`config.mk`:
```
export PLATFORM = sky130hd
export DESIGN_NAME = sbc_mode_controller
export DESIGN_NICKNAME = d
export VERILOG_FILES = /design/src/shared/sbc_mode_pkg.sv /design/src/sbc_mode_controller.sv
export VERILOG_INCLUDE_DIRS = /design/src /design/src/shared
export SDC_FILE = /design/constraint.sdc
export NUM_CORES = 1
export LEC_CHECK = 0
export BUFFER_PORTS_ARGS = -buffer_cell sky130_fd_sc_hd__buf_2
export CAP_MARGIN = 20
export CORE_ASPECT_RATIO = 1.25
export CORE_UTILIZATION = 59
export DETAILED_ROUTE_END_ITERATION = 12
export GPL_TIMING_DRIVEN = 0
export PLACE_DENSITY = 0.85
export RECOVER_POWER = 25
export SLEW_MARGIN = 15
export SYNTH_ARGS = -nofsm -noshare
export SYNTH_HDL_FRONTEND = slang
export SYNTH_SLANG_ARGS = --single-unit
export TNS_END_PERCENT = 10
```
`constraint.sdc`:
```
create_clock -name CORE_CLK -period 5.15 [get_ports CORE_CLK]
set_input_delay 1.03 -clock CORE_CLK [delete_from_list [all_inputs] [get_ports CORE_CLK]]
set_output_delay 1.03 -clock CORE_CLK [all_outputs]
set_load 0.02 [all_outputs]
```
`src/shared/sbc_mode_map.svh`:
```
`ifndef SBC_MODE_MAP_SVH
`define SBC_MODE_MAP_SVH

// Register offsets on the plain register port
`define REG_MODE_CTRL     8'h00
`define REG_MODE_STATUS   8'h04

// Mode control register fields
`define CTL_MSF_LO        0
`define CTL_MSF_HI        1
`define CTL_CAN_LP        2
`define CTL_WDSEL         3
`define CTL_LONG_RST      4
`define CTL_CAN_WAKE_EN   5
`define CTL_LOCAL_WAKE_EN 6
`define CTL_RESET_VAL     8'h00

// Status register fields
`define ST_STATE_HI       4
`define ST_LIMP           5
`define ST_WDOG_DIS       6

// Mode select field codes
`define MSF_STANDBY       2'h0
`define MSF_SLEEP         2'h1
`define MSF_NORMAL_NOREG  2'h2
`define MSF_NORMAL_CANREG 2'h3

// Timing
`define CLK_PERIOD_NS     100
`define T_RST_SHORT_US    3600
`define T_RST_LONG_US     20000
`define RST_SHORT_CYC     ((`T_RST_SHORT_US * 1000 + `CLK_PERIOD_NS - 1) / `CLK_PERIOD_NS)
`define RST_LONG_CYC      ((`T_RST_LONG_US * 1000 + `CLK_PERIOD_NS - 1) / `CLK_PERIOD_NS)

`endif

```
`src/shared/sbc_mode_pkg.sv`:
```
package sbc_mode_pkg;

	typedef enum logic [4:0] {
		ST_OFF     = 5'h01,
		ST_STANDBY = 5'h02,
		ST_NORMAL  = 5'h04,
		ST_SLEEP   = 5'h08,
		ST_OVERTMP = 5'h10
	} state_t;

	typedef enum logic [1:0] {
		XCVR_OFF    = 2'h0,
		XCVR_LOWPWR = 2'h1,
		XCVR_ACTIVE = 2'h2
	} xcvr_t;

	typedef enum logic [1:0] {
		WDOG_OFF     = 2'h0,
		WDOG_TIMEOUT = 2'h1,
		WDOG_WINDOW  = 2'h2
	} wdog_t;

endpackage

```
`src/sbc_mode_controller.sv`:
```
// Implementation choices: the placing of the registers and the address-and-strobe port.
`include "sbc_mode_map.svh"

module sbc_mode_controller #(
	parameter int SHORT_RST_CYC = `RST_SHORT_CYC,
	parameter int LONG_RST_CYC  = `RST_LONG_CYC
) (
	input  wire logic       CORE_CLK,
	input  wire logic       RESETN,
	input  wire logic [7:0] ADDR,
	input  wire logic [7:0] WDATA,
	input  wire logic       WR,
	input  wire logic       RD,
	output logic      [7:0] RDATA,
	input  wire logic       BAT_POFF_DET,
	input  wire logic       BAT_PON_DET,
	input  wire logic       OT_ACT,
	input  wire logic       OT_REL,
	input  wire logic       CAN_WAKE,
	input  wire logic       LOCAL_WAKE_INPUT_ONE,
	input  wire logic       LOCAL_WAKE_INPUT_TWO,
	input  wire logic       WAKE_PENDING,
	input  wire logic       INTERRUPT_REQUEST_LINE_N,
	input  wire logic       WATCHDOG_DISABLE_PIN,
	input  wire logic       SYSTEM_RESET_LINE_IN_N,
	output logic            SYSTEM_RESET_LINE_OUT_N,
	output logic            SYSTEM_RESET_LINE_OE,
	output logic            MAIN_REGULATOR_EN,
	output logic            CAN_REGULATOR_EN,
	output logic      [1:0] CAN_XCVR_MODE,
	output logic            BUS_HIGHZ,
	output logic      [1:0] WDOG_MODE,
	output logic            LIMP_HOME_N,
	output logic      [4:0] MODE_STATE
);

	sbc_mode_pkg::state_t state_r;
	sbc_mode_pkg::state_t state_nxt;
	logic [1:0]  msf_r;
	logic [1:0]  msf_nxt;
	logic        can_lp_r;
	logic        wdsel_r;
	logic        long_r;
	logic        can_wen_r;
	logic        loc_wen_r;
	logic        limp_r;
	logic        limp_nxt;
	logic [23:0] rst_cnt_r;
	logic [23:0] rst_cnt_nxt;
	logic        start_pulse;
	logic        start_short;
	logic        to_standby;

	// Decode
	wire         mode_wr     = WR && (ADDR == `REG_MODE_CTRL);
	wire         stat_wr     = WR && (ADDR == `REG_MODE_STATUS);
	wire         st_active   = (state_r == sbc_mode_pkg::ST_STANDBY) || (state_r == sbc_mode_pkg::ST_NORMAL);
	wire         sleep_req   = mode_wr && (WDATA[`CTL_MSF_HI:`CTL_MSF_LO] == `MSF_SLEEP) && st_active;
	// sleep entry conditions, using the enables carried by the same write
	wire         sleep_ok    = INTERRUPT_REQUEST_LINE_N && !WAKE_PENDING
				&& (WDATA[`CTL_CAN_WAKE_EN] || WDATA[`CTL_LOCAL_WAKE_EN]);
	wire         wake_ev     = (CAN_WAKE && can_wen_r)
				|| ((LOCAL_WAKE_INPUT_ONE || LOCAL_WAKE_INPUT_TWO) && loc_wen_r);
	// Our own drive reads back low on the pin; only count it as the host's when we are not driving
	wire         host_rst    = !SYSTEM_RESET_LINE_IN_N && !SYSTEM_RESET_LINE_OE;
	wire         st_stby_nxt = (state_nxt == sbc_mode_pkg::ST_STANDBY);
	wire         st_norm_nxt = (state_nxt == sbc_mode_pkg::ST_NORMAL);
	wire         st_slp_nxt  = (state_nxt == sbc_mode_pkg::ST_SLEEP);
	wire         hold_rst    = !(st_stby_nxt || st_norm_nxt);
	wire         can_lp_nxt  = mode_wr ? WDATA[`CTL_CAN_LP] : can_lp_r;
	wire         wdsel_nxt   = mode_wr ? WDATA[`CTL_WDSEL] : wdsel_r;
	wire [23:0]  short_len   = 24'(SHORT_RST_CYC);
	wire [23:0]  long_len    = 24'(LONG_RST_CYC);
	wire [7:0]   mode_rd     = {1'b0, loc_wen_r, can_wen_r, long_r, wdsel_r, can_lp_r, msf_r};
	wire [7:0]   stat_rd     = {1'b0, WATCHDOG_DISABLE_PIN, limp_r, state_r};
	wire [7:0]   rd_sel      = (ADDR == `REG_MODE_CTRL) ? mode_rd :
				(ADDR == `REG_MODE_STATUS) ? stat_rd : 8'h00;

	always_comb begin
		state_nxt   = state_r;
		start_pulse = 1'b0;
		start_short = 1'b0;
		to_standby  = 1'b0;
		case (state_r)
			sbc_mode_pkg::ST_OFF: begin
				if (BAT_PON_DET) begin
					state_nxt   = sbc_mode_pkg::ST_STANDBY;
					start_pulse = 1'b1;
					to_standby  = 1'b1;
				end
			end
			sbc_mode_pkg::ST_STANDBY: begin
				if (OT_ACT) begin
					state_nxt = sbc_mode_pkg::ST_OVERTMP;
				end else if (sleep_req) begin
					if (sleep_ok) begin
						state_nxt = sbc_mode_pkg::ST_SLEEP;
					end else begin
						start_short = 1'b1;
					end
				end else if (msf_r[1]) begin
					state_nxt = sbc_mode_pkg::ST_NORMAL;
				end
			end
			sbc_mode_pkg::ST_NORMAL: begin
				if (OT_ACT) begin
					state_nxt = sbc_mode_pkg::ST_OVERTMP;
				end else if (sleep_req) begin
					if (sleep_ok) begin
						state_nxt = sbc_mode_pkg::ST_SLEEP;
					end else begin
						start_short = 1'b1;
					end
				end else if ((msf_r == `MSF_STANDBY) || host_rst) begin
					state_nxt  = sbc_mode_pkg::ST_STANDBY;
					to_standby = 1'b1;
				end
			end
			sbc_mode_pkg::ST_SLEEP: begin
				if (wake_ev) begin
					state_nxt   = sbc_mode_pkg::ST_STANDBY;
					start_pulse = 1'b1;
					to_standby  = 1'b1;
				end
			end
			sbc_mode_pkg::ST_OVERTMP: begin
				if (OT_REL) begin
					state_nxt   = sbc_mode_pkg::ST_STANDBY;
					start_pulse = 1'b1;
					to_standby  = 1'b1;
				end
			end
			default: begin
				state_nxt = sbc_mode_pkg::ST_OFF;
			end
		endcase
		if (BAT_POFF_DET) begin
			state_nxt   = sbc_mode_pkg::ST_OFF;
			start_pulse = 1'b0;
			start_short = 1'b0;
			to_standby  = 1'b0;
		end
	end

	// mode field cleared on every return to standby
	always_comb begin
		msf_nxt = msf_r;
		if (to_standby) begin
			msf_nxt = `MSF_STANDBY;
		end else if (mode_wr && !(sleep_req && !sleep_ok)) begin
			// A refused sleep request leaves the field as it was
			msf_nxt = WDATA[`CTL_MSF_HI:`CTL_MSF_LO];
		end
	end

	// Reset pulse length counter; a long pulse is only used where the width is configurable
	always_comb begin
		rst_cnt_nxt = rst_cnt_r;
		if (start_short) begin
			rst_cnt_nxt = short_len;
		end else if (start_pulse) begin
			rst_cnt_nxt = long_r ? long_len : short_len;
		end else if (rst_cnt_r != 24'h000000) begin
			rst_cnt_nxt = rst_cnt_r - 24'h000001;
		end
		// Power-off clears the count so the next power-on always starts a full pulse
		if (BAT_POFF_DET) begin
			rst_cnt_nxt = 24'h000000;
		end
	end

	// limp bit set on overtemp entry; set wins over a software clear
	assign limp_nxt = ((state_nxt == sbc_mode_pkg::ST_OVERTMP) && (state_r != sbc_mode_pkg::ST_OVERTMP))
			|| (limp_r && !(stat_wr && WDATA[`ST_LIMP]));

	always_ff @(posedge CORE_CLK) begin
		if (!RESETN) begin
			state_r   <= sbc_mode_pkg::ST_OFF;
			msf_r     <= `MSF_STANDBY;
			can_lp_r  <= 1'b0;
			wdsel_r   <= 1'b0;
			long_r    <= 1'b0;
			can_wen_r <= 1'b0;
			loc_wen_r <= 1'b0;
			limp_r    <= 1'b0;
			rst_cnt_r <= 24'h000000;
		end else begin
			state_r   <= state_nxt;
			msf_r     <= msf_nxt;
			can_lp_r  <= can_lp_nxt;
			wdsel_r   <= wdsel_nxt;
			long_r    <= mode_wr ? WDATA[`CTL_LONG_RST] : long_r;
			can_wen_r <= mode_wr ? WDATA[`CTL_CAN_WAKE_EN] : can_wen_r;
			loc_wen_r <= mode_wr ? WDATA[`CTL_LOCAL_WAKE_EN] : loc_wen_r;
			limp_r    <= limp_nxt;
			rst_cnt_r <= rst_cnt_nxt;
		end
	end

	// Outputs are registered from next-state values so they change together with the mode
	logic [1:0] xcvr_nxt;
	logic [1:0] wdog_nxt;

	always_comb begin
		xcvr_nxt = sbc_mode_pkg::XCVR_OFF;
		if (st_norm_nxt) begin
			xcvr_nxt = can_lp_nxt ? sbc_mode_pkg::XCVR_LOWPWR : sbc_mode_pkg::XCVR_ACTIVE;
		end else if (st_stby_nxt || st_slp_nxt) begin
			xcvr_nxt = can_lp_nxt ? sbc_mode_pkg::XCVR_LOWPWR : sbc_mode_pkg::XCVR_OFF;
		end
	end

	always_comb begin
		wdog_nxt = sbc_mode_pkg::WDOG_OFF;
		if (st_norm_nxt) begin
			wdog_nxt = wdsel_nxt ? sbc_mode_pkg::WDOG_TIMEOUT : sbc_mode_pkg::WDOG_WINDOW;
		end else if (st_stby_nxt) begin
			wdog_nxt = wdsel_nxt ? sbc_mode_pkg::WDOG_OFF : sbc_mode_pkg::WDOG_TIMEOUT;
		end
		if (WATCHDOG_DISABLE_PIN) begin
			wdog_nxt = sbc_mode_pkg::WDOG_OFF;
		end
	end

	always_ff @(posedge CORE_CLK) begin
		if (!RESETN) begin
			RDATA                   <= 8'h00;
			SYSTEM_RESET_LINE_OUT_N <= 1'b0;
			SYSTEM_RESET_LINE_OE    <= 1'b1;
			MAIN_REGULATOR_EN       <= 1'b0;
			CAN_REGULATOR_EN        <= 1'b0;
			CAN_XCVR_MODE           <= sbc_mode_pkg::XCVR_OFF;
			BUS_HIGHZ               <= 1'b1;
			WDOG_MODE               <= sbc_mode_pkg::WDOG_OFF;
			LIMP_HOME_N             <= 1'b1;
			MODE_STATE              <= sbc_mode_pkg::ST_OFF;
		end else begin
			RDATA                   <= RD ? rd_sel : 8'h00;
			SYSTEM_RESET_LINE_OUT_N <= 1'b0;
			SYSTEM_RESET_LINE_OE    <= hold_rst || (rst_cnt_nxt != 24'h000000);
			// main regulator on in standby and normal
			MAIN_REGULATOR_EN       <= st_stby_nxt || st_norm_nxt;
			CAN_REGULATOR_EN        <= st_norm_nxt && msf_nxt[0];
			CAN_XCVR_MODE           <= xcvr_nxt;
			// bus floats in off and overtemp
			BUS_HIGHZ               <= (state_nxt == sbc_mode_pkg::ST_OFF)
						|| (state_nxt == sbc_mode_pkg::ST_OVERTMP);
			WDOG_MODE               <= wdog_nxt;
			LIMP_HOME_N             <= !limp_nxt;
			MODE_STATE              <= state_nxt;
		end
	end

	wire ot_free = !BAT_POFF_DET && !OT_ACT;
endmodule

```
Word-level counts from Yosys, hierarchy flattened. Cells that the tools add are included.

Flip-flop bits (word level): 54. Input bits: 31. Output and inout bits: 23.

Bitwise operators: 2. $add $sub $neg: 1. Muxes and demuxes: 46. Equal/unequal tests: 13. Reductions and logical operators: 42.

Operators by type and width (count): two-way mux 24 bit (4); two-way mux 5 bit (11); nonzero test 24 bit (2); one-hot mux 5 bit (5 select lines) (1); subtractor 24 x 1 -> 24 bit (second input constant) (1); two-way mux 1 bit (21); two-way mux 18 bit (1); logical AND 1 bit (15); two-way mux 7 bit (2); equality test 5 x 1 -> 1 bit (second input constant) (2); equality test 5 x 2 -> 1 bit (second input constant) (2); equality test 5 x 3 -> 1 bit (second input constant) (2); equality test 5 x 4 -> 1 bit (second input constant) (2); equality test 5 bit (second input constant) (2); logical OR 1 bit (10); equality test 8 x 3 -> 1 bit (second input constant) (1); zero test 1 bit (8); zero test 8 bit (1); two-way mux 2 bit (4); OR reduction 2 bit (3); != test 5 bit (second input constant) (1); one-hot mux 1 bit (4 select lines) (1); one-hot mux 1 bit (3 select lines) (1); OR reduction 3 bit (1); other kinds (4) (5).

Logic depth before layout (Yosys ltp).
Word-level depth: 12. Gate-level depth with buffers: 10.

Least setup slack after synthesis. Ideal clock, no wire load.

Path type: in2reg. Start: input ADDR[5]. End: register SYSTEM_RESET_LINE_OE. Arrival time: 2786 ps. Path slack: 2229 ps. Path buffers: 0. Cell stages on the path: 7. Cells stage by stage: nor4_1 -> nand3_1 -> or3b_2 -> a22oi_1 -> a211oi_1 -> nor4_1 -> nand4_1.

Longest elaborated chain between the ends: 12.

Ends and longest elaborated chain: from (decl) (RTL line sbc_mode_controller.sv:10) `input wire logic [7:0] ADDR,`; zero test 8 bit (no line) (*); logical AND 1 bit (*) (RTL line sbc_mode_controller.sv:55) `` wire mode_wr = WR && (ADDR == `REG_MODE_CTRL); ``; logical AND 1 bit (*) (2 in series) (RTL line sbc_mode_controller.sv:58) `` wire sleep_req = mode_wr && (WDATA[`CTL_MSF_HI:`CTL_MSF_LO] == `MSF_SLEEP) && st_active; ``; two-way mux 1 bit (tied with other cells) (RTL line sbc_mode_controller.sv:95) `end else if (sleep_req) begin`; two-way mux 1 bit (tied with other cells) (RTL line sbc_mode_controller.sv:106) `if (OT_ACT) begin`; two-way mux 1 bit or one-hot mux 5 bit (5 select lines) (tied branches); two-way mux 1 bit or two-way mux 5 bit (tied branches) (RTL line sbc_mode_controller.sv:137) `if (BAT_POFF_DET) begin`; two-way mux 24 bit (tied with other cells) (RTL line sbc_mode_controller.sv:159) `if (start_short) begin`; two-way mux 24 bit or logical OR 1 bit (tied branches) (RTL line sbc_mode_controller.sv:167, sbc_mode_controller.sv:69); nonzero test 24 bit or zero test 1 bit (tied branches) (RTL line sbc_mode_controller.sv:240, sbc_mode_controller.sv:69); logical OR 1 bit (*) (RTL line sbc_mode_controller.sv:240) `SYSTEM_RESET_LINE_OE <= hold_rst || (rst_cnt_nxt != 24'h000000);`; to (signal assigned) (RTL line sbc_mode_controller.sv:240); to (decl) (RTL line sbc_mode_controller.sv:27) `output logic SYSTEM_RESET_LINE_OE,`.

Mark *: on every way between the ends. The rest lies on a longest branch, timed or not. A chain may end at the register's enable or synchronous reset.

Worst setup path in the final report. Same ends and word-level chain as after synthesis.

==> results.json <==
{
  "detail_route.wirelength_um": 6760,
  "async_flop_share": 0,
  "antenna_left": 0,
  "synth_top_area_frac": 0.392,
  "seq_area_um2": 1060,
  "ys_seq_area_frac": 0.392,
  "power_w": 0.00106,
  "p_sw_w": 0.000355,
  "cts_made_buffers": 5,
  "yosysUniqueCellTypes": 53,
  "status": "finished, final reports clean",
  "synth_top_family_by_area": "simple AND/OR/NAND/NOR gates",
  "ys_ff_latch": 53,
  "rows": 27,
  "internal_power_w": 0.000707,
  "drtPass1Iterations": 6,
  "routedWlPerCell_um": 15.2,
  "hpwlAfterDp_um": 5130,
  "drtIter0Drc": 104,
  "start_util": 0.617,
  "syn-cell-area_um2": 2710,
  "cts_setup_buffers": 0,
  "grt_pass1_wl_um": 10900,
  "route.detailed.drc": 0,
  "placeableCoreArea_um2": 4390,
  "syn_inst": 330,
  "ir_worst_vdd_mv": 0.187,
  "crit_arrival_ns": 3.34,
  "setup_viol": 0,
  "yosys.area_share.xor_xnor": 0.0679,
  "max_freq_mhz": 316,
  "tns_ns": 0,
  "grt_pass1_vias": 2391,
  "syn_to_final_growth_pct": 15.3,
  "via_count": 2610,
  "die_area_um2": 4870,
  "drive_gt1_frac": 0.134,
  "synthSimpleGateAreaFrac": 0.303,
  "drv_slew": 0,
  "placed_area_um2": 3030,
  "yosys_most_used_dff": "dfxtp_1",
  "synth.area.mux_share": 0.0517,
  "vias_per_cell": 5.85,
  "portBuffers": 49,
  "postLayoutCoreUtil": 0.711,
  "finClkSkew_ns": 0.0135,
  "ys_warn_count": 0,
  "timing.final.hold_violations": 0,
  "die_h_um": 77.8,
  "worstSkewPairLatency_ns": 0.32,
  "p_per_area_nw_per_um2": 340,
  "rsz0062_at_grt": "no",
  "cp_max_fo": 4,
  "holdBufCountCts": 0,
  "antenna_found_initial": 0,
  "fin_area_um2": 3120,
  "root_buffer": "clkbuf_8",
  "hold_path.class": "register to register",
  "cts_tree": "built",
  "leakage_nw": 1.27,
  "r2r_cells": 9,
  "n_antenna_cell": 0,
  "dp_slack_ns": 1.73,
  "p_comb_frac": 0.302,
  "worst_slack_ns": 1.99,
  "ctsResizeCount": 0,
  "seq_power_share": 0.424,
  "synth_fa_ha_area_frac": 0.00924,
  "swShare": 0.334,
  "synth_compound_area_frac": 0.137,
  "die_w_um": 62.6,
  "finalWeightedCongestion": 0.915,
  "cts_buffer_depth": 2,
  "clk_pin_slew_ns": 0.10,
  "drv_cap": 0,
  "num_io_pins": 54,
  "slew_headroom": 0.546,
  "synth_edf_count": 0,
  "cts.htree.levels": 2,
  "fin_crit_sh": 0.614,
  "overflow": 0,
  "worst_slew_pin_slew_ns": 0.674,
  "fillers": 381,
  "cts.sinks": 53,
  "synth_area_leader_cell": "dfxtp_1",
  "clockPowerShare": 0.274,
  "syn_area_per_cell_um2": 8.21,
  "grt_start_max_net_pins": 18,
  "worstSetupStartpointType": "primary input",
  "nNetsFinal": 420,
  "worstPathRequired_ns": 5.33,
  "path_class": "primary input to register",
  "yosys-top-cells-area": "dfxtp_1 (39%), nor2_1 (7.6%), mux2i_1 (5.2%)",
  "layout_min_cycle_time_ns": 3.16,
  "grt.total_usage": 0.292,
  "multiInputGateArea_um2": 1550,
  "min_delay_path_depth": 2,
  "endpoint_kind": "register"
}
==> cell usage after synthesis (2+ instances only) <==
master	instances
a211oi_1	3
a21oi_1	13
a22oi_1	3
and2_1	9
and3_1	4
and3b_1	2
and4_1	4
buf_2	2
buf_4	2
clkbuf_1	9
dfxtp_1	53
ha_1	2
inv_1	9
mux2i_1	14
nand2_1	18
nand2b_1	5
nand3_1	8
nand3b_1	3
nand4_1	6
nor2_1	55
nor3_1	16
nor3b_1	3
nor4_1	7
o21ai_0	23
o31ai_1	2
or3_1	7
or3b_2	2
or4_1	2
xnor2_1	6
xor2_1	15
==> state kept, by name, indices dropped and copies added, names as in the netlist <==
name / flops
loc_wen_r: 1
MAIN_REGULATOR_EN: 1
long_r: 1
MODE_STATE: 5
LIMP_HOME_N: 1
SYSTEM_RESET_LINE_OE: 1
RDATA: 7
CAN_XCVR_MODE: 2
can_wen_r: 1
CAN_REGULATOR_EN: 1
BUS_HIGHZ: 1
limp_r: 1
WDOG_MODE: 2
wdsel_r: 1
can_lp_r: 1
msf_r: 2
rst_cnt_r: 24
==> power by group through the flow <==
stage / combinational, W / clock (W) / sequential [W]
floorplan: 0.000243 / 0 / 0.000456
global placement: 0.000311 / 0 / 0.000458
detailed placement: 0.000315 / 0 / 0.000459
CTS: 0.000319 / 0.000293 / 0.000450
global route: 0.000357 / 0.000314 / 0.000453
finish: 0.000320 / 0.000291 / 0.000450
==> critical path, cell delays in order <==
cell and delay (ns):
buf_2 0.09, nor4_1 0.50, nand3_1 0.26, or3b_2 0.52
a22oi_1 0.31, a211oi_1 0.19, nor4_1 0.30, nand4_1 0.13
==> cell usage in the layout (no fill, tap or decap), types with 2 or more instances in the layout <==
master,count
nand2b_1,5
nor2_1,55
or3_1,7
conb_1,2
nor4_1,7
dfxtp_1,53
a211oi_1,3
and2_1,9
nor3b_1,3
xor2_1,15
xnor2_1,6
and3b_1,2
and4_1,4
inv_1,9
mux2i_1,14
clkbuf_1,27
nand3_1,8
nor3_1,16
clkbuf_8,5
and3_1,4
o31ai_1,2
nand2_1,18
a22oi_1,3
or4_1,2
o21ai_0,23
buf_2,33
or3b_2,2
a21oi_1,13
ha_1,2
buf_4,2
nand3b_1,3
nand4_1,6
==> final cells by class <==
type	count	share of cell area
Clock inverter	3	0.0148
Sequential cell	53	0.340
Inverter	9	0.0108
Tap cell	58	0.0232
Multi-Input combinational cell	255	0.496
Clock buffer	5	0.0220
Timing Repair Buffer	49	0.0713
Buffer	14	0.0224
==> through the flow <==
step / instances / hold WS [ns]
final: 446 / 0.513
after global placement: 438 / 0.464
after CTS: 446 / 0.522
after floorplan: 331 / 0.457
after global routing: 446 / 0.551
after detailed placement: 438 / 0.492
==> cell families after synthesis <==
| group | count (synthesis) |
|---|---|
| fa+ha+maj | 2 |
| other cells | 1 |
| xor+xnor | 21 |
| mux | 14 |
| flops | 53 |
| simple gates | 157 |
| compound gates | 59 |
| buf+inv | 23 |
==> final timing paths <==
check / start / to / slack [ns]
worst max-delay path: ADDR[5] / SYSTEM_RESET_LINE_OE$_SDFF_PN1_ / 1.99
worst min-delay path: wdsel_r$_SDFF_PN0_ / RDATA[3]$_SDFF_PN0_ / 0.51
worst max register to register: rst_cnt_r[4]$_SDFF_PN0_ / SYSTEM_RESET_LINE_OE$_SDFF_PN1_ / 2.07
worst min register to register: wdsel_r$_SDFF_PN0_ / RDATA[3]$_SDFF_PN0_ / 0.51
==> layer usage <==
layer | vias up | track usage | routed length, um
li1 | 1283 | - | -
met1 | 1211 | 0.300 | 2610
met2 | 93 | 0.540 | 3580
met3 | 23 | 0.0559 | 326
met4 | 0 | 0.170 | 252
met5 | - | 0 | 0
(Power assumes the default switching activity.)
